--- src/logic/sscs_pkg.sv ---
package sscs_pkg;
   localparam int WORD_W = 8;
   localparam int BITS_W = 4;
   localparam int DIV_W = 8;
   localparam int LEN_W = 9;
   localparam logic [1:0] HALT_LATE_SEL = 2'h2;
   localparam logic [1:0] HALT_EARLY_SEL = 2'h3;
   localparam logic SRC_CPU_SEL = 1'h1;
   localparam logic [BITS_W-1:0] BITS_FULL = 4'h8;
   localparam logic [BITS_W-1:0] BITS_LAST = 4'h7;
   localparam logic [LEN_W-1:0] LEN_MIN = 9'h001;
   localparam logic SYNC_PIN_RESET = 1'h1;
   localparam int CLK_PERIOD_NS = 10;

   typedef enum logic [2:0] {
      ST_IDLE,
      ST_LEAD,
      ST_HIGH,
      ST_LOW,
      ST_DREL,
      ST_SREL,
      ST_SLAVE
   } sscs_state_e;
endpackage

--- src/logic/sscs_rate_gen.sv ---
`timescale 1ns/1ns
module sscs_rate_gen
   import sscs_pkg::*;
(
   input wire logic clk_in,
   input wire logic resetn_in,
   input wire logic ce_in,
   input wire logic src_sel_in,
   input wire logic ext_clk_in,
   input wire logic load_in,
   input wire logic [LEN_W-1:0] len_in,
   output logic expire_out
);
   logic ext_s1_r;
   logic ext_s2_r;
   logic ext_s3_r;
   logic busy_r;
   logic [LEN_W-1:0] cnt_r;
   wire ext_rise = ext_s2_r & ~ext_s3_r;
   // One tick per generator input period.
   wire tick = (src_sel_in == SRC_CPU_SEL) ? 1'b1 : ext_rise; // RL12
   wire last_tick = busy_r & tick & (cnt_r == LEN_MIN);

   assign expire_out = last_tick; // RL10

   always_ff @(posedge clk_in) begin
      if (!resetn_in) begin
         ext_s1_r <= 1'b0;
         ext_s2_r <= 1'b0;
         ext_s3_r <= 1'b0;
      end else if (ce_in) begin
         ext_s1_r <= ext_clk_in;
         ext_s2_r <= ext_s1_r;
         ext_s3_r <= ext_s2_r;
      end
   end

   always_ff @(posedge clk_in) begin
      if (!resetn_in) begin
         busy_r <= 1'b0;
         cnt_r <= LEN_MIN;
      end else if (ce_in) begin
         if (load_in) begin
            busy_r <= 1'b1;
            cnt_r <= len_in;
         end else if (last_tick) begin
            busy_r <= 1'b0;
         end else if (busy_r && tick) begin
            cnt_r <= cnt_r - LEN_MIN;
         end
      end
   end
endmodule

--- src/logic/sscs_port.sv ---
// Notes on behaviour
// [RL1] Mode 10b: sample receive data on falling edge.
// [RL2] Mode 10b: launch transmit bits on rising edge.
// [RL3] Mode 11b: sample receive data on rising edge.
// [RL4] Mode 11b: launch transmit bits on falling edge.
// [RL5] Master enable leads: low phase, or period.
// [RL6] Master enable holds: period, or low phase.
// [RL7] Master releases data after last bit.
// [RL8] Slave releases data when enable returns high.
// [RL9] First bit valid after enable goes low.
// [RL10] Bit period equals input period times divide+1; divide 0 gives two input periods.
// [RL11] High and low phase lengths from divide.
// [RL12] Source select picks CPU or external clock.
// [RL13] Slave software sets source and divide 1.
// [RL14] Enable polarity inverted on output and input.
// [RL15] Master drives clock and sync, receives inputs.
// [RL16] Enable low before first rising clock edge.
// [RL17] Software keeps bit rate under the ceiling.
// [RL18] Master clock rests low between transfers.
`timescale 1ns/1ns
module sscs_port
   import sscs_pkg::*;
(
   input wire logic CLK_IN,
   input wire logic RESETN_IN,
   input wire logic CE_IN,
   input wire logic MASTER_IN,
   input wire logic [1:0] CLOCK_HALT_PHASE_SELECT_IN,
   input wire logic TX_SYNC_POLARITY_IN,
   input wire logic RX_SYNC_POLARITY_IN,
   input wire logic RATE_GEN_SOURCE_SELECT_IN,
   input wire logic [DIV_W-1:0] BIT_CLOCK_DIVIDE_VALUE_IN,
   input wire logic EXT_RATE_CLOCK_IN,
   input wire logic START_IN,
   input wire logic [WORD_W-1:0] TX_WORD_IN,
   output logic BUSY_OUT,
   output logic [WORD_W-1:0] RX_WORD_OUT,
   output logic RX_VALID_OUT,
   output logic TX_CLOCK_DIRECTION_OUT,
   output logic TX_SYNC_DIRECTION_OUT,
   output logic RX_CLOCK_DIRECTION_OUT,
   output logic RX_SYNC_DIRECTION_OUT,
   input wire logic TX_BIT_CLOCK_IN,
   output logic TX_BIT_CLOCK_OUT,
   output logic TX_BIT_CLOCK_OE_OUT,
   input wire logic TX_FRAME_SYNC_IN,
   output logic TX_FRAME_SYNC_OUT,
   output logic TX_FRAME_SYNC_OE_OUT,
   input wire logic RX_FRAME_SYNC_IN,
   input wire logic SERIAL_RECEIVE_PIN_IN,
   output logic SERIAL_TRANSMIT_PIN_OUT,
   output logic SERIAL_TRANSMIT_PIN_OE_OUT
);
   // Even divide: high = div/2+1, low = div/2; odd: both (div+1)/2.
   function automatic logic [LEN_W-1:0] phase_len(
      input logic [DIV_W-1:0] div,
      input logic high
   );
      logic [LEN_W-1:0] half;
      logic [LEN_W-1:0] len;
      half = {1'b0, div} >> 1;
      if (div[0]) begin
         len = half + LEN_MIN; // RL11
      end else begin
         len = high ? half + LEN_MIN : half; // RL11
      end
      // A zero low phase cannot be timed; it becomes one input period.
      phase_len = (len == '0) ? LEN_MIN : len;
   endfunction

   sscs_state_e state_r, state_nxt;
   logic bclk_r, bclk_nxt;
   logic act_r, act_nxt;
   logic tx_oe_r, tx_oe_nxt;
   logic tx_bit_r, tx_bit_nxt;
   logic first_r, first_nxt;
   logic [WORD_W-1:0] tx_sh_r, tx_sh_nxt;
   logic [WORD_W-1:0] rx_sh_r, rx_sh_nxt;
   logic [WORD_W-1:0] rx_word_r, rx_word_nxt;
   logic [BITS_W-1:0] bits_r, bits_nxt;
   logic rx_valid_r, rx_valid_nxt;
   logic busy_r;
   logic load;
   logic [LEN_W-1:0] len;
   logic expire;
   logic sync_pin_r;
   logic master_r;
   logic sclk_s1_r, sclk_s2_r, sclk_s3_r;
   logic sfx_s1_r, sfx_s2_r;
   logic sfr_s1_r, sfr_s2_r;
   logic sdr_s1_r, sdr_s2_r;

   wire late = CLOCK_HALT_PHASE_SELECT_IN != HALT_EARLY_SEL;
   wire [LEN_W-1:0] len_h = phase_len(BIT_CLOCK_DIVIDE_VALUE_IN, 1'b1);
   wire [LEN_W-1:0] len_l = phase_len(BIT_CLOCK_DIVIDE_VALUE_IN, 1'b0);
   wire sclk_rise = sclk_s2_r & ~sclk_s3_r;
   wire sclk_fall = ~sclk_s2_r & sclk_s3_r;
   wire fx_act = TX_SYNC_POLARITY_IN ? ~sfx_s2_r : sfx_s2_r; // RL14
   wire fr_act = RX_SYNC_POLARITY_IN ? ~sfr_s2_r : sfr_s2_r; // RL14
   wire slave_en = fx_act | fr_act;
   wire [WORD_W-1:0] rx_shifted = {rx_sh_r[WORD_W-2:0], sdr_s2_r};
   wire [WORD_W-1:0] tx_shifted = {tx_sh_r[WORD_W-2:0], 1'b0};
   wire [BITS_W-1:0] bits_inc = bits_r + 4'h1;
   wire can_sample = bits_r != BITS_FULL;

   sscs_rate_gen u_rate_gen (
      .clk_in(CLK_IN),
      .resetn_in(RESETN_IN),
      .ce_in(CE_IN),
      .src_sel_in(RATE_GEN_SOURCE_SELECT_IN),
      .ext_clk_in(EXT_RATE_CLOCK_IN),
      .load_in(load),
      .len_in(len),
      .expire_out(expire)
   );

   always_comb begin
      state_nxt = state_r;
      bclk_nxt = bclk_r;
      act_nxt = act_r;
      tx_oe_nxt = tx_oe_r;
      tx_bit_nxt = tx_bit_r;
      first_nxt = first_r;
      tx_sh_nxt = tx_sh_r;
      rx_sh_nxt = rx_sh_r;
      rx_word_nxt = rx_word_r;
      bits_nxt = bits_r;
      rx_valid_nxt = 1'b0;
      load = 1'b0;
      len = len_l;
      case (state_r)
         ST_IDLE: begin
            bclk_nxt = 1'b0; // RL18
            if (MASTER_IN && START_IN) begin
               act_nxt = 1'b1; // RL16
               tx_sh_nxt = TX_WORD_IN;
               bits_nxt = '0;
               load = 1'b1;
               len = late ? len_l : len_h; // RL5
               state_nxt = ST_LEAD;
            end else if (!MASTER_IN && slave_en) begin
               tx_oe_nxt = 1'b1; // RL9
               tx_bit_nxt = TX_WORD_IN[WORD_W-1];
               tx_sh_nxt = {TX_WORD_IN[WORD_W-2:0], 1'b0};
               bits_nxt = '0;
               first_nxt = 1'b1;
               state_nxt = ST_SLAVE;
            end
         end
         ST_LEAD: begin
            if (expire) begin
               tx_oe_nxt = 1'b1;
               tx_bit_nxt = tx_sh_r[WORD_W-1];
               tx_sh_nxt = tx_shifted;
               load = 1'b1;
               if (late) begin
                  bclk_nxt = 1'b1; // RL2
                  len = len_h;
                  state_nxt = ST_HIGH;
               end else begin
                  len = len_l; // RL9
                  state_nxt = ST_LOW;
               end
            end
         end
         ST_HIGH: begin
            if (expire) begin
               bclk_nxt = 1'b0;
               load = 1'b1;
               len = len_l;
               if (late) begin
                  rx_sh_nxt = rx_shifted; // RL1
                  bits_nxt = bits_inc;
                  state_nxt = (bits_r == BITS_LAST) ? ST_DREL : ST_LOW;
               end else if (bits_r == BITS_FULL) begin
                  tx_oe_nxt = 1'b0; // RL7
                  state_nxt = ST_SREL; // RL6
               end else begin
                  tx_bit_nxt = tx_sh_r[WORD_W-1]; // RL4
                  tx_sh_nxt = tx_shifted;
                  state_nxt = ST_LOW;
               end
            end
         end
         ST_LOW: begin
            if (expire) begin
               bclk_nxt = 1'b1;
               load = 1'b1;
               len = len_h;
               state_nxt = ST_HIGH;
               if (late) begin
                  tx_bit_nxt = tx_sh_r[WORD_W-1]; // RL2
                  tx_sh_nxt = tx_shifted;
               end else begin
                  rx_sh_nxt = rx_shifted; // RL3
                  bits_nxt = bits_inc;
               end
            end
         end
         ST_DREL: begin
            if (expire) begin
               tx_oe_nxt = 1'b0; // RL7
               load = 1'b1;
               len = len_h; // RL6
               state_nxt = ST_SREL;
            end
         end
         ST_SREL: begin
            if (expire) begin
               act_nxt = 1'b0;
               rx_word_nxt = rx_sh_r;
               rx_valid_nxt = 1'b1;
               state_nxt = ST_IDLE;
            end
         end
         ST_SLAVE: begin
            if (!slave_en) begin
               tx_oe_nxt = 1'b0; // RL8
               rx_word_nxt = rx_sh_r;
               rx_valid_nxt = !can_sample;
               state_nxt = ST_IDLE;
            end else if (sclk_rise) begin
               first_nxt = 1'b0;
               if (late && !first_r) begin
                  tx_bit_nxt = tx_sh_r[WORD_W-1]; // RL2
                  tx_sh_nxt = tx_shifted;
               end else if (!late && can_sample) begin
                  rx_sh_nxt = rx_shifted; // RL3
                  bits_nxt = bits_inc;
               end
            end else if (sclk_fall) begin
               if (!late) begin
                  tx_bit_nxt = tx_sh_r[WORD_W-1]; // RL4
                  tx_sh_nxt = tx_shifted;
               end else if (can_sample) begin
                  rx_sh_nxt = rx_shifted; // RL1
                  bits_nxt = bits_inc;
               end
            end
         end
         default: begin
            state_nxt = ST_IDLE;
         end
      endcase
   end

   always_ff @(posedge CLK_IN) begin
      if (!RESETN_IN) begin
         sclk_s1_r <= 1'b0;
         sclk_s2_r <= 1'b0;
         sclk_s3_r <= 1'b0;
         sfx_s1_r <= SYNC_PIN_RESET;
         sfx_s2_r <= SYNC_PIN_RESET;
         sfr_s1_r <= SYNC_PIN_RESET;
         sfr_s2_r <= SYNC_PIN_RESET;
         sdr_s1_r <= 1'b0;
         sdr_s2_r <= 1'b0;
      end else if (CE_IN) begin
         sclk_s1_r <= TX_BIT_CLOCK_IN;
         sclk_s2_r <= sclk_s1_r;
         sclk_s3_r <= sclk_s2_r;
         sfx_s1_r <= TX_FRAME_SYNC_IN;
         sfx_s2_r <= sfx_s1_r;
         sfr_s1_r <= RX_FRAME_SYNC_IN;
         sfr_s2_r <= sfr_s1_r;
         sdr_s1_r <= SERIAL_RECEIVE_PIN_IN;
         sdr_s2_r <= sdr_s1_r;
      end
   end

   always_ff @(posedge CLK_IN) begin
      if (!RESETN_IN) begin
         state_r <= ST_IDLE;
         bclk_r <= 1'b0;
         act_r <= 1'b0;
         tx_oe_r <= 1'b0;
         tx_bit_r <= 1'b0;
         first_r <= 1'b0;
         tx_sh_r <= '0;
         rx_sh_r <= '0;
         rx_word_r <= '0;
         bits_r <= '0;
         rx_valid_r <= 1'b0;
         busy_r <= 1'b0;
         sync_pin_r <= SYNC_PIN_RESET;
         master_r <= 1'b0;
      end else if (CE_IN) begin
         state_r <= state_nxt;
         bclk_r <= bclk_nxt;
         act_r <= act_nxt;
         tx_oe_r <= tx_oe_nxt;
         tx_bit_r <= tx_bit_nxt;
         first_r <= first_nxt;
         tx_sh_r <= tx_sh_nxt;
         rx_sh_r <= rx_sh_nxt;
         rx_word_r <= rx_word_nxt;
         bits_r <= bits_nxt;
         rx_valid_r <= rx_valid_nxt;
         busy_r <= state_nxt != ST_IDLE;
         sync_pin_r <= act_nxt ^ TX_SYNC_POLARITY_IN; // RL14
         master_r <= MASTER_IN; // RL15
      end
   end

   assign BUSY_OUT = busy_r;
   assign RX_WORD_OUT = rx_word_r;
   assign RX_VALID_OUT = rx_valid_r;
   assign TX_CLOCK_DIRECTION_OUT = master_r;
   assign TX_SYNC_DIRECTION_OUT = master_r;
   assign RX_CLOCK_DIRECTION_OUT = 1'b0;
   assign RX_SYNC_DIRECTION_OUT = 1'b0;
   assign TX_BIT_CLOCK_OUT = bclk_r;
   assign TX_BIT_CLOCK_OE_OUT = master_r;
   assign TX_FRAME_SYNC_OUT = sync_pin_r;
   assign TX_FRAME_SYNC_OE_OUT = master_r;
   assign SERIAL_TRANSMIT_PIN_OUT = tx_bit_r;
   assign SERIAL_TRANSMIT_PIN_OE_OUT = tx_oe_r;
endmodule

--- config.mk ---
export PLATFORM = sky130hd
export DESIGN_NAME = sscs_port
export DESIGN_NICKNAME = d
export VERILOG_FILES = /design/src/logic/sscs_pkg.sv /design/src/logic/sscs_rate_gen.sv /design/src/logic/sscs_port.sv
export SDC_FILE = /design/constraint.sdc
export NUM_CORES = 1
export LEC_CHECK = 0
export ABC_AREA = 1
export BUFFER_PORTS_ARGS = -buffer_cell sky130_fd_sc_hd__buf_2
export CORE_MARGIN = 3
export CORE_UTILIZATION = 58
export CTS_CLUSTER_SIZE = 12
export DETAILED_ROUTE_END_ITERATION = 7
export GPL_TIMING_DRIVEN = 0
export PLACE_DENSITY = 0.82
export SETUP_SLACK_MARGIN = 0.2
export SYNTH_ARGS = -nofsm -noshare
export SYNTH_HDL_FRONTEND = slang
export SYNTH_SLANG_ARGS = --single-unit
--- constraint.sdc ---
create_clock -name CLK_IN -period 1.8 [get_ports CLK_IN]
set_input_delay 0.18 -clock CLK_IN [delete_from_list [all_inputs] [get_ports CLK_IN]]
set_output_delay 0.18 -clock CLK_IN [all_outputs]
set_load 0.02 [all_outputs]
# Word level (Yosys, flattened, before mapping)
# Cells that the tools add are included.
# classes
mux	109
bitwise	12
eq_ne	37
add_sub_neg	3
reduce_logical	34
# ops
op	n
$mux W8	26
$mux W9	11
$mux W4	13
$pmux W8 S5	1
$ne A2 B2 Y1 const B	19
$mux W1	35
$mux W3	11
$pmux W9 S3	1
$reduce_and A13 Y1	2
$ne A3 B3 Y1 const B	8
$pmux W8 S3	1
$pmux W3 S7	1
$logic_not A9 Y1	2
$pmux W4 S4	1
$pmux W8 S2	1
$reduce_and A14 Y1	1
$reduce_and A12 Y1	1
$reduce_and A6 Y1	2
$pmux W1 S5	2
$reduce_and A10 Y1	1
$reduce_bool A5 Y1	2
$eq A3 B3 Y1 const B	3
$eq A9 B1 Y1 const B	1
$sub A9 B1 Y9 const B	1
24 further kinds	48
# word_totals
out_inout_bits	20
in_bits	31
reg_bits	62
elab_cells	223

# Logic depth before layout (Yosys ltp)
# Gate-level depths: netlist of the first run.
# depth
depth_word	9
depth_mapped	15

# Hierarchy
# From an unflattened synthesis of the first run, not the netlist that was laid out.
# unflattened
hier_cells	654
hier_area_um2	4007.6
# by_module_without_submodules
module	seq_area_each_um2	area_per_inst_um2	cells_each	n_inst
sscs_port	980.9	3186.8	525	1
sscs_rate_gen	260.2	820.8	129	1

# Worst setup path after synthesis of the first run
# No wires, ideal clock.
# synth_timing
kind	reg2reg
startpoint	register u_rate_gen.cnt_r[1]
endpoint	register tx_sh_r[0]
required_ns	1.684
synth_period_minus_slack_ns	1.619
stages_incl_launch_ff	12
t_arrival_ns	1.503
path_slack_ns	0.181
cell_sequence	dfxtp_1 > inv_1 > ha_1 > nand3_4 > nor2_8 > nand2_4 > o21ai_2 > nand2_1 > nor2_4 > nand2_4 > o21ai_0 > nor2_1
# synth_via
elab_chain_cells	4
word_cells_on_any_way	6
classes_between	eq/ne (4); bitwise (1); reduce/logical (1)
# synth_lines
element	line_no	rtl
start: declaration	sscs_rate_gen.sv:18	logic [LEN_W-1:0] cnt_r;
start signal: assignment	sscs_rate_gen.sv:45	cnt_r <= len_in;
start signal: assignment	sscs_rate_gen.sv:49	cnt_r <= cnt_r - LEN_MIN;
$eq A9 B1 Y1 (*)	sscs_rate_gen.sv:22	wire last_tick = busy_r & tick & (cnt_r == LEN_MIN);
$and A1 B1 Y1 (*)	sscs_rate_gen.sv:22	
$ne A2 B2 Y1 (no source line)	-	
$reduce_and A13 Y1 (no source line) (*)	-	
end signal: assignment	sscs_port.sv:294	tx_sh_r <= tx_sh_nxt;
end: declaration	sscs_port.sv:77	logic [WORD_W-1:0] tx_sh_r, tx_sh_nxt;
# Every way passes the cells marked *; elsewhere a longest branch is shown, timed or not.
# A chain may end at the register's enable or synchronous reset.

# Final worst setup path of the first run
# layout_timing
startpoint	register u_rate_gen.cnt_r[1]
endpoint	register rx_sh_r[3]
# layout_via
elab_chain_cells	4
word_cells_on_any_way	5
classes_between	eq/ne (3); bitwise (1); reduce/logical (1)
# layout_lines
element	line_no	rtl
$eq A9 B1 Y1 (*)	sscs_rate_gen.sv:22	
$and A1 B1 Y1 (*)	sscs_rate_gen.sv:22	
$ne A2 B2 Y1 (no source line)	-	
$reduce_and A12 Y1 (no source line) (*)	-	
end signal: assignment	sscs_port.sv:295	rx_sh_r <= rx_sh_nxt;
end: declaration	sscs_port.sv:78	logic [WORD_W-1:0] rx_sh_r, rx_sh_nxt;
# Marked as above.

==> flow_metrics.env, run 1 <==
export IMPL_cts_path_max_buffers=2
export IMPL_dieHeight_um=88.4
export IMPL_rows=29
export IMPL_violations="negative setup slack"
export IMPL_antennaDiodeCount=0
export IMPL_min_period_ns=1.83
export IMPL_cp_startpoint="u_rate_gen.cnt_r[1]$_SDFFE_PN0P_"
export IMPL_slew_headroom_pct=48.4
export IMPL_clk_latency_ns=0.36
export IMPL_final_util_pct=81.5
export IMPL_fin_nets=772
export IMPL_gp_congestion=0.981
export IMPL_power_leakage_nw=2.45
export IMPL_antenna_found_initial=0
export IMPL_hold_viol=0
export IMPL_final_max_slew_viol_count=0
export IMPL_yosys_top_cells_count="nand2_1, nor2_1, o21ai_0"
export IMPL_grt_pass1_wl_mm=19.1
export IMPL_drtIter0Drc=549
export IMPL_ant_nets=0
export IMPL_timing_fmax_mhz=547
export IMPL_required_ns=2.05
export IMPL_async_flop_share_pct=0
export IMPL_design_area_mm2=0.00527
export IMPL_drc=0
export IMPL_firstDrtPassIters=6
export IMPL_yosys_warnings=0
export IMPL_htree_levels=3
export IMPL_netlist_area_mm2=0.00394
export IMPL_synth_most_common_cell="nand2_1"
export IMPL_synth_cell_types=40
export IMPL_start_kind="register"
export IMPL_synth_edf_count=0
export IMPL_cts_inserted_buffers=9
export IMPL_hp_class="in2reg"
export IMPL_die_w_um=88.4
export IMPL_p_per_area_mw_per_mm2=806
export IMPL_rsz0062_at_grt="true"
export IMPL_place_area_mm2=0.00430
export IMPL_critPathArrivalTime_ns=2.08
export IMPL_track_usage_pct=31.1
export IMPL_r2r_start="u_rate_gen.cnt_r[1]$_SDFFE_PN0P_"
export IMPL_root_buffer="clkbuf_8"
export IMPL_wirelength_mm=13.9
export IMPL_wl_per_cell_um=17.0
export IMPL_rrSetupSlack_ns=-0.03
export IMPL_cp_slowest_cell="dfxtp_2"
export IMPL_ys_top_cells_by_area="dfxtp_1, nand2_1, o21ai_0"
export IMPL_port_buffers=48
export IMPL_fin_worst_skew_ns=0.00934
export IMPL_clkTransAtPathRegs_ns=0.08
export IMPL_maxCapViolCount=0
export IMPL_grt_pass1_vias=4110
export IMPL_grt_max_degree=13
export IMPL_die_area_mm2=0.00781
export IMPL_synthCells=628
export IMPL_cts_hold_repair_buffers=0
export IMPL_clock_sinks=62
export IMPL_end_kind="register"
export IMPL_reg2reg_depth=11
export IMPL_syn_to_final_growth_pct=33.7
export IMPL_setup_worst_path_class="reg2reg"
export IMPL_cts_tree="done"
export IMPL_synth_largest_area_cell="dfxtp_1"
export IMPL_worstMarginPinSlew_ns=0.773
export IMPL_finalCritPeriodShare_pct=102
export IMPL_vias=4930
export IMPL_core_area_mm2=0.00646
export IMPL_fill_cells=420
export IMPL_hpwl_mm=7.53
export IMPL_totalPowerFinal_mw=4.25
export IMPL_avgViaCountPerCell=6.03
export IMPL_slowest_delay_ns=0.33
export IMPL_worstPathCellList="inv_2, ha_4, nand3_4, nor2_8, nand2_8, o21ai_4, inv_2, nor2_2, nand2_4, o21ai_1, nor2_1"
export IMPL_start_util_pct=61.0
export IMPL_tns_ns=-0.0323
export IMPL_setup_viol=2
export IMPL_synth_flop_cell="dfxtp_1"
export IMPL_timing_rr_end="rx_sh_r[3]$_SDFFE_PN0P_"
export IMPL_final_layout_size_suffix_gt1_share_pct=33.4
export IMPL_ir_worst_vdd_mv=0.573
export IMPL_path_common_cell="inv_2"
export IMPL_finalHoldWorstSlack_ns=0.0484
export IMPL_ioPinCount=51
export IMPL_overflow=0
export IMPL_status="finished, violations left"
export IMPL_cp_max_fo=9
export IMPL_syn_area_per_cell_um2=6.27
export IMPL_synth_seq_cells=62
export IMPL_crit_end="rx_sh_r[3]$_SDFFE_PN0P_"
export IMPL_ys_seq_area_share_pct=31.5
export IMPL_synth_top_area_share_pct=31.5
export IMPL_fin_ws_ns=-0.0282
==> timing repair <==
action,4_1_cts,5_1_grt
hold endpoints to repair,0,0
resized for setup,54,91
endpoints found under the setup margin,44,48
pin swaps,24,29
cloned,3,1
buffers inserted,24,19
==> stage by stage <==
stage          std cells  setup WS [ns]
5_1_grt              817        -0.0858
4_1_cts              797          0.127
3_5_place_dp         754         -0.158
6_report             817        -0.0282
3_3_place_gp         754        -0.0980
2_1_floorplan        629          0.203
==> flip-flops by register name (all words and copies together), names as in the netlist, 3 cells and up <==
register / cells
state_r: 3
bits_r: 4
RX_WORD_OUT: 8
rx_sh_r: 8
u_rate_gen.cnt_r: 9
tx_sh_r: 8
==> area by class of cell <==
class	count	area [µm²]	area share, %
tap	77	96.3	1.83
inverter	66	269	5.11
buffer	19	118	2.23
clock buffer	9	124	2.35
multi-input combinational	483	2730	51.8
timing repair buffer	94	603	11.5
sequential	62	1260	23.9
clock inverter	7	72.6	1.38
==> cells in the final DEF, fill, tap and decap left out, types with 8 or more instances in the layout <==
| cell type | count |
|---|---|
| dfxtp_1 | 52 |
| clkbuf_8 | 9 |
| o21ai_0 | 40 |
| inv_1 | 49 |
| nand3_1 | 44 |
| nand2_4 | 10 |
| nor2_2 | 12 |
| buf_2 | 51 |
| nand4_1 | 8 |
| nor2_1 | 75 |
| clkbuf_1 | 8 |
| buf_6 | 9 |
| buf_4 | 44 |
| a21oi_2 | 8 |
| nand2_1 | 136 |
| a21oi_1 | 34 |
| o21ai_2 | 15 |
| dfxtp_2 | 9 |
| inv_2 | 8 |
| nor2_4 | 12 |
| o21ai_1 | 21 |
| nand2_2 | 22 |
==> routing by layer <==
layer | track usage, % | part of all wire, % | vias up
met4 | 11.5 | 5.9 | 0
met3 | 7.36 | 9.3 | 95
li1 | - | - | 2261
met1 | 38.4 | 38 | 2207
met5 | 0 | 0 | -
met2 | 52.7 | 47 | 367
==> critical path, delay by kind of cell (launching register included) <==
kind	cells	cell delay, ns
AO/OA/AOI/OAI	2	0.30
adder cells (fa/ha/maj)	1	0.14
buffers and inverters	2	0.13
flip-flops	1	0.33
AND/OR/NAND/NOR	6	0.80
==> power by group <==
| part | switching, mW | total (mW) | leakage [nW] | internal, mW |
|---|---|---|---|---|
| Combinational | 0.869 | 1.41 | 1.85 | 0.542 |
| Clock | 0.619 | 1.26 | 0.0956 | 0.641 |
| Sequential | 0.0924 | 1.57 | 0.511 | 1.48 |
| Total | 1.58 | 4.25 | 2.45 | 2.66 |
==> logic make-up (layout without fill, tap and decap cells) <==
family	count (synthesis)	in the layout	synth area share, %
simple gates	340	341	38.7
fa+ha+maj	6	6	1.91
compound gates	130	130	17.7
xor+xnor	4	4	0.890
buf+inv	85	195	9.18
flops	62	62	31.5
other cells	1	2	0.0952
==> worst min path at each step <==
| stage | cells after the start | from | end |
|---|---|---|---|
| floorplan | 2 | RX_FRAME_SYNC_IN | sfr_s1_r$_SDFFE_PN1P_ |
| global placement | 3 | TX_FRAME_SYNC_IN | sfx_s1_r$_SDFFE_PN1P_ |
| detailed placement | 3 | RX_FRAME_SYNC_IN | sfr_s1_r$_SDFFE_PN1P_ |
| CTS | 3 | TX_FRAME_SYNC_IN | sfx_s1_r$_SDFFE_PN1P_ |
| global route | 3 | RX_FRAME_SYNC_IN | sfr_s1_r$_SDFFE_PN1P_ |
| finish | 3 | EXT_RATE_CLOCK_IN | u_rate_gen.ext_s1_r$_SDFFE_PN0P_ |
No activity file was read; power rests on OpenSTA's default activity.
==> run 2: changes to the inputs <==
--- a/config.mk
+++ b/config.mk
@@ -8,12 +8,13 @@
 export ABC_AREA = 1
 export BUFFER_PORTS_ARGS = -buffer_cell sky130_fd_sc_hd__buf_2
 export CORE_MARGIN = 3
-export CORE_UTILIZATION = 58
+export CORE_UTILIZATION = 59
 export CTS_CLUSTER_SIZE = 12
 export DETAILED_ROUTE_END_ITERATION = 7
 export GPL_TIMING_DRIVEN = 0
-export PLACE_DENSITY = 0.82
+export PLACE_DENSITY = 0.83
 export SETUP_SLACK_MARGIN = 0.2
 export SYNTH_ARGS = -nofsm -noshare
 export SYNTH_HDL_FRONTEND = slang
+export SYNTH_HIERARCHICAL = 1
 export SYNTH_SLANG_ARGS = --single-unit
==> run 2 against run 1 <==
Net effect:
- the flow still finishes with violations (negative setup slack)
- die area barely moved
- count of clock-buffer cells in the layout did not move
- sequential power fell by 3%
- worst setup slack got worse by 0.35 ns
- fmax fell by 16%
- clock skew barely moved
- final area fell by 1.9%
- clock power fell by 12%
- critical path depth rose by 4
- routed wire length fell by 13%
- via count fell by 3.2%
- sequential cell count did not move
==> flow_metrics.env, run 2 <==
export IMPL_status="finished, violations left"
export IMPL_violations="negative setup slack"
export IMPL_placedCellCount=781
export IMPL_multi_input_area_mm2=0.00273
export IMPL_final_layout_size_suffix_gt1_share_pct=28.2
export IMPL_layout_common_cells="nand2_1, nor2_1, nand3_1"
export IMPL_clkTransAtPathRegs_ns=0.08
export IMPL_die_w_um=88.4
export IMPL_final_common_cell="nand2_1"
export IMPL_timing_fmax_mhz=460
export IMPL_ys_seq_area_share_pct=31.0
export IMPL_synth_most_common_cell="nand2_1"
export IMPL_tns_ns=-13.45
export IMPL_synthCells=654
export IMPL_synth_seq_cells=62
export IMPL_p_per_area_mw_per_mm2=735
export IMPL_ant_nets=0
export IMPL_p_comb_share_pct=30.6
export IMPL_p_int_mw=2.40
export IMPL_firstDrtPassIters=6
export IMPL_fin_nets=781
export IMPL_clk_latency_ns=0.36
export IMPL_finalHoldWorstSlack_ns=0.0375
export IMPL_ys_top_cells_by_area="dfxtp_1, nand2_1, nor2_1"
export IMPL_cts_tree="done"
export IMPL_antennaDiodeCount=0
export IMPL_syn_area_per_cell_um2=6.13
export IMPL_netlist_area_mm2=0.00401
export IMPL_synth_cell_types=40
export IMPL_vias=4774
export IMPL_worstMarginPinSlew_ns=0.733
export IMPL_ioPinCount=51
export IMPL_dieHeight_um=88.4
export IMPL_regMostFlops="u_rate_gen/cnt_r"
export IMPL_wl_per_cell_um=14.6
export IMPL_gp_congestion=0.968
export IMPL_antenna_found_initial=0
export IMPL_synth_largest_area_cell="dfxtp_1"
export IMPL_start_kind="register"
export IMPL_fill_cells=475
export IMPL_pwr_share_clk_pct=29.3
export IMPL_final_cells=826
export IMPL_drc=0
export IMPL_synth_edf_count=0
export IMPL_setup_worst_path_class="reg2reg"
export IMPL_power_leakage_nw=2.41
export IMPL_largest_reg_flops=9
export IMPL_cts_path_max_buffers=2
export IMPL_overflow=0
export IMPL_hpwl_mm=7.73
export IMPL_seq_power_share_pct=40.1
export IMPL_rows=29
export IMPL_finalCritPeriodShare_pct=121
export IMPL_cp_max_fo=8
export IMPL_htree_levels=3
export IMPL_start_util_pct=62.0
export IMPL_fin_worst_skew_ns=0.00887
export IMPL_p_sw_mw=1.40
export IMPL_hold_viol=0
export IMPL_critPathArrivalTime_ns=2.47
export IMPL_seq_area_mm2=0.00125
export IMPL_syn_to_final_growth_pct=28.9
export IMPL_grt_pass1_vias=4222
export IMPL_totalPowerFinal_mw=3.80
export IMPL_hp_class="in2reg"
export IMPL_maxCapViolCount=0
export IMPL_avgViaCountPerCell=5.78
export IMPL_end_kind="register"
export IMPL_synth_flop_cell="dfxtp_1"
export IMPL_grt_pass1_wl_mm=18.8
export IMPL_slew_headroom_pct=51.1
export IMPL_async_flop_share_pct=0
export IMPL_synth_top_area_share_pct=31.0
export IMPL_required_ns=2.09
export IMPL_root_buffer="clkbuf_8"
export IMPL_drtIter0Drc=361
export IMPL_grt_max_degree=13
export IMPL_rsz0062_at_grt="true"
export IMPL_final_max_slew_viol_count=0
export IMPL_yosys_warnings=6
export IMPL_setup_viol=48
export IMPL_min_period_ns=2.17
export IMPL_clock_sinks=62
export IMPL_ir_worst_vdd_mv=0.603
export IMPL_die_area_mm2=0.00782
export IMPL_yosys_top_cells_count="nand2_1, nor2_1, nand3_1"
export IMPL_port_buffers=48
export IMPL_p_sw_share_pct=36.7
export IMPL_track_usage_pct=30.2
export IMPL_fin_ws_ns=-0.374
export IMPL_wirelength_mm=12.1
export IMPL_core_area_mm2=0.00646
export IMPL_cts_inserted_buffers=9
-- run 2: worst paths after layout --
check / slack, ns / from / to / cells after the start
worst max register to register: -0.37 / u_rate_gen/cnt_r[1]$_SDFFE_PN0P_ / u_rate_gen/cnt_r[6]$_SDFFE_PN0P_ / 15
worst max-delay path: -0.37 / u_rate_gen/cnt_r[1]$_SDFFE_PN0P_ / u_rate_gen/cnt_r[6]$_SDFFE_PN0P_ / 15
worst min register to register: 0.47 / RX_WORD_OUT[7]$_SDFFE_PN0P_ / RX_WORD_OUT[7]$_SDFFE_PN0P_ / 2
worst min-delay path: 0.04 / TX_FRAME_SYNC_IN / sfx_s1_r$_SDFFE_PN1P_ / 3
-- run 2: what timing repair did --
action	CTS	global route
buffers inserted	20	6
pin swaps	30	19
cloned	3	0
resized for setup	49	31
hold buffers	0	0
setup endpoints to repair	49	49
-- run 2: through the flow --
step	util (%)	instance area (µm²)	setup WS, ns
5_1_grt	80.0	5160	-0.515
2_1_floorplan	-	4080	-0.0964
3_5_place_dp	68.4	4420	-0.419
3_3_place_gp	68.4	4420	-0.395
6_report	80.0	5160	-0.374
4_1_cts	77.3	4990	-0.299
-- run 2: kinds of logic (layout without fill, tap and decap cells) --
family                     Yosys count  in the layout  synth area share (%)
AOI/OAI and AO/OA                  118            118                  15.9
xor gates and xnor gates             3              3                 0.656
adders and majority gates            6              6                  1.87
buffers and inverters               87            178                  9.43
DFF                                 62             62                  31.0
muxes                                2              2                 0.500
other                                1              3                0.0936
and+or+nand+nor                    375            377                  40.6
-- run 2: power by group through the flow --
stage	Combinational, mW	Sequential, mW	Clock (mW)
final	1.16	1.52	1.11
after global routing	1.28	1.53	1.20
after CTS	1.07	1.52	1.12
after detailed placement	0.937	1.55	0
after global placement	0.912	1.54	0
after floorplan	0.688	1.56	0
-- run 2: routing by layer --
metal,vias up,global-route usage [%],wire length [µm]
met4,0,14.7,503
met1,2174,38.1,4940
met3,54,5.68,955
li1,2301,-,-
met5,-,0,0
met2,245,49.3,5680
-- run 2: layout make-up --
type	count	share of cell area (%)
repair buffers	75	9.91
clock inverters	7	0.945
clock buffers	9	2.40
multi-input cells	509	52.8
well taps	77	1.87
inverters	65	5.21
plain buffers	22	2.74
flip-flops and latches	62	24.1
-- run 2: worst max-delay path, cell delays in order (launching register included) --
cell and delay (ns):
dfxtp_2 0.32, inv_2 0.06, ha_4 0.12, nor3b_4 0.18, nand3_2 0.14, nor2_4 0.16, buf_6 0.17, nand2_4 0.09
nor2_4 0.10, inv_1 0.05, nand2_2 0.07, a21oi_1 0.04, o211ai_1 0.24, or2_4 0.16, nand3_2 0.06, a21oi_1 0.13
==> run 3: changes to the inputs <==
--- a/config.mk
+++ b/config.mk
@@ -5,14 +5,13 @@
 export SDC_FILE = /design/constraint.sdc
 export NUM_CORES = 1
 export LEC_CHECK = 0
-export ABC_AREA = 1
 export BUFFER_PORTS_ARGS = -buffer_cell sky130_fd_sc_hd__buf_2
 export CORE_MARGIN = 3
-export CORE_UTILIZATION = 59
+export CORE_UTILIZATION = 58
 export CTS_CLUSTER_SIZE = 12
 export DETAILED_ROUTE_END_ITERATION = 7
 export GPL_TIMING_DRIVEN = 0
-export PLACE_DENSITY = 0.83
+export PLACE_DENSITY = 0.82
 export SETUP_SLACK_MARGIN = 0.2
 export SYNTH_ARGS = -nofsm -noshare
 export SYNTH_HDL_FRONTEND = slang
==> constraint.sdc (replaced) <==
create_clock -name CLK_IN -period 2.24 [get_ports CLK_IN]
set_input_delay 0.224 -clock CLK_IN [delete_from_list [all_inputs] [get_ports CLK_IN]]
set_output_delay 0.224 -clock CLK_IN [all_outputs]
set_load 0.02 [all_outputs]
==> run 3 against run 2 <==
Net effect:
- clock power fell by 6%
- the run still ends with negative setup slack left
- sequential share of layout area fell by 0.076 points
- final cell count fell by 20%
- largest power group unchanged
- register-to-register slack improved by 0.33 ns
- highest routed layer unchanged
- sequential power fell by 22%
- combinational power fell by 21%
==> flow_metrics.env, run 3 <==
export IMPL_totalPowerFinal_mw=3.15
export IMPL_slowest_delay_ns=0.59
export IMPL_overflow=0
export IMPL_final_common_cell="nand2_1"
export IMPL_yosys_top_cells_count="nand2_1, dfxtp_1, mux2i_1"
export IMPL_drc=0
export IMPL_rows=29
export IMPL_hold_viol=0
export IMPL_slew_headroom_pct=54.0
export IMPL_synth_edf_count=0
export IMPL_synthCells=496
export IMPL_clkTransAtPathRegs_ns=0.07
export IMPL_antennaDiodeCount=0
export IMPL_root_buffer="clkbuf_8"
export IMPL_violations="negative setup slack"
export IMPL_layout_common_cells="nand2_1, dfxtp_1, buf_2"
export IMPL_ant_nets=0
export IMPL_wl_per_cell_um=18.6
export IMPL_multi_input_area_mm2=0.00286
export IMPL_cp_slowest_cell="o41a_2"
export IMPL_port_buffers=42
export IMPL_synth_seq_cells=62
export IMPL_core_area_mm2=0.00646
export IMPL_required_ns=2.47
export IMPL_syn_area_per_cell_um2=7.91
export IMPL_fin_worst_skew_ns=0.0113
export IMPL_vias=4244
export IMPL_clk_latency_ns=0.36
export IMPL_finalHoldWorstSlack_ns=0.0849
export IMPL_end_kind="register"
export IMPL_ys_top_cells_by_area="dfxtp_1, mux2i_1, nand2_1"
export IMPL_clock_sinks=62
export IMPL_grt_pass1_wl_mm=19.0
export IMPL_timing_fmax_mhz=438
export IMPL_largest_reg_flops=9
export IMPL_final_layout_size_suffix_gt1_share_pct=31.8
export IMPL_crit_buf_inv=1
export IMPL_netlist_area_mm2=0.00392
export IMPL_setup_worst_path_class="reg2reg"
export IMPL_cts_path_max_buffers=2
export IMPL_cp_max_fo=5
export IMPL_seq_area_mm2=0.00125
export IMPL_final_max_slew_viol_count=0
export IMPL_hpwl_mm=7.21
export IMPL_ioPinCount=51
export IMPL_start_kind="register"
export IMPL_dieHeight_um=88.2
export IMPL_finalCritPeriodShare_pct=102
export IMPL_tns_ns=-0.0416
export IMPL_synth_flop_cell="dfxtp_1"
export IMPL_grt_pass1_vias=4045
export IMPL_cp_top_family="compound AO/OA/AOI/OAI gates"
export IMPL_maxCapViolCount=0
export IMPL_cts_inserted_buffers=9
export IMPL_power_leakage_nw=2.21
export IMPL_ys_seq_area_share_pct=31.6
export IMPL_fin_ws_ns=-0.0412
export IMPL_async_flop_share_pct=0
export IMPL_setup_viol=2
export IMPL_critPathArrivalTime_ns=2.51
export IMPL_avgViaCountPerCell=6.45
export IMPL_p_per_area_mw_per_mm2=608
export IMPL_htree_levels=3
export IMPL_synth_top_area_share_pct=31.6
export IMPL_worstPathCellList="inv_1, ha_1, nand2_1, nor2_1, o41a_2, o41ai_4, o41ai_2"
export IMPL_antenna_found_initial=0
export IMPL_hp_class="in2reg"
export IMPL_status="finished, violations left"
export IMPL_worstMarginPinSlew_ns=0.690
export IMPL_rsz0062_at_grt="true"
export IMPL_syn_to_final_growth_pct=32.1
export IMPL_gp_congestion=0.944
export IMPL_start_util_pct=60.7
export IMPL_track_usage_pct=30.9
export IMPL_synth_cell_types=71
export IMPL_cts_tree="done"
export IMPL_firstDrtPassIters=5
export IMPL_die_w_um=88.2
export IMPL_die_area_mm2=0.00779
export IMPL_grt_max_degree=13
export IMPL_regMostFlops="u_rate_gen/cnt_r"
export IMPL_synth_most_common_cell="nand2_1"
export IMPL_yosys_warnings=6
export IMPL_synth_largest_area_cell="dfxtp_1"
export IMPL_ir_worst_vdd_mv=0.717
export IMPL_min_period_ns=2.28
export IMPL_wirelength_mm=12.2
export IMPL_fill_cells=420
export IMPL_drtIter0Drc=436
export IMPL_fin_nets=613
-- run 3: cell count changes after synthesis, sizes merged, moves of 17 or more --
cell,previous run,this run
nand2,175,70
nor2,115,39
inv,65,9
nand3,69,18
mux2i,2,47
o21ai,67,39
a21oi,37,20
-- run 3: tightest hold or removal path, stage by stage --
cell	delay (ns)
buf_2	0.07
mux2i_1	0.05
nand2_1	0.06
-- run 3: area by class of cell --
type	count	share of cell area, %
plain buffers	39	5.22
repair buffers	67	8.89
multi-input cells	386	55.2
clock buffers	10	2.66
well taps	77	1.86
clock inverters	6	1.33
inverters	11	0.797
flip-flops and latches	62	24.1
-- run 3: cell families (layout without fill, tap and decap cells) --
group	after synthesis	count (layout)	share of synthesized area, %
mux	48	48	12.3
buf+inv	50	133	5.90
fa+ha+maj	6	6	1.91
other cells	1	3	0.0956
xor+xnor	9	9	2.01
compound gates	129	129	22.3
simple gates	191	191	23.9
flops	62	62	31.6
-- run 3: repair_timing --
action,in CTS,in global routing
pin swaps,32,15
buffers inserted,24,0
endpoints found under the setup margin,44,47
hold buffers,0,0
cloned,0,1
gates resized for setup,68,39
-- run 3: path summary, 6_finish.rpt --
path         slack [ns]                 endpoint                     from  cells after the start
max reg2reg       -0.04   bits_r[3]$_SDFFE_PN0P_   bits_r[0]$_SDFFE_PN0P_                      7
min                0.08    sfr_s1_r$_SDFFE_PN1P_         RX_FRAME_SYNC_IN                      3
min reg2reg        0.47  tx_sh_r[0]$_SDFFE_PN0P_  tx_sh_r[0]$_SDFFE_PN0P_                      2
max               -0.04   bits_r[3]$_SDFFE_PN0P_   bits_r[0]$_SDFFE_PN0P_                      7
-- run 3: metal layers --
metal / share of wire, % / wire length [µm] / track usage, % / up-vias
met5: 0 / 0 / 0 / -
met3: 7.6 / 931 / 5.87 / 64
met4: 4.1 / 500 / 13.7 / 0
met2: 49 / 5980 / 53.0 / 228
met1: 39 / 4810 / 37.5 / 2016
li1: - / - / - / 1936
-- run 3: per-stage QoR --
stage               util (%)  worst slack [ns]  std cells  cell area, µm²
floorplan                  -          -0.00301        498            4010
detailed placement      66.9            -0.312        617            4320
finish                  80.2           -0.0412        658            5180
CTS                     77.2           -0.0309        657            4990
global placement        66.9            -0.327        617            4320
global route            80.2            -0.121        658            5180
-- run 3: power by group --
| group | switching (mW) | internal [mW] | leakage, nW | total [mW] |
|---|---|---|---|---|
| clock network | 0.490 | 0.551 | 0.103 | 1.04 |
| logic | 0.534 | 0.382 | 1.61 | 0.916 |
| registers | 0.0388 | 1.15 | 0.505 | 1.19 |
| total | 1.06 | 2.09 | 2.21 | 3.15 |
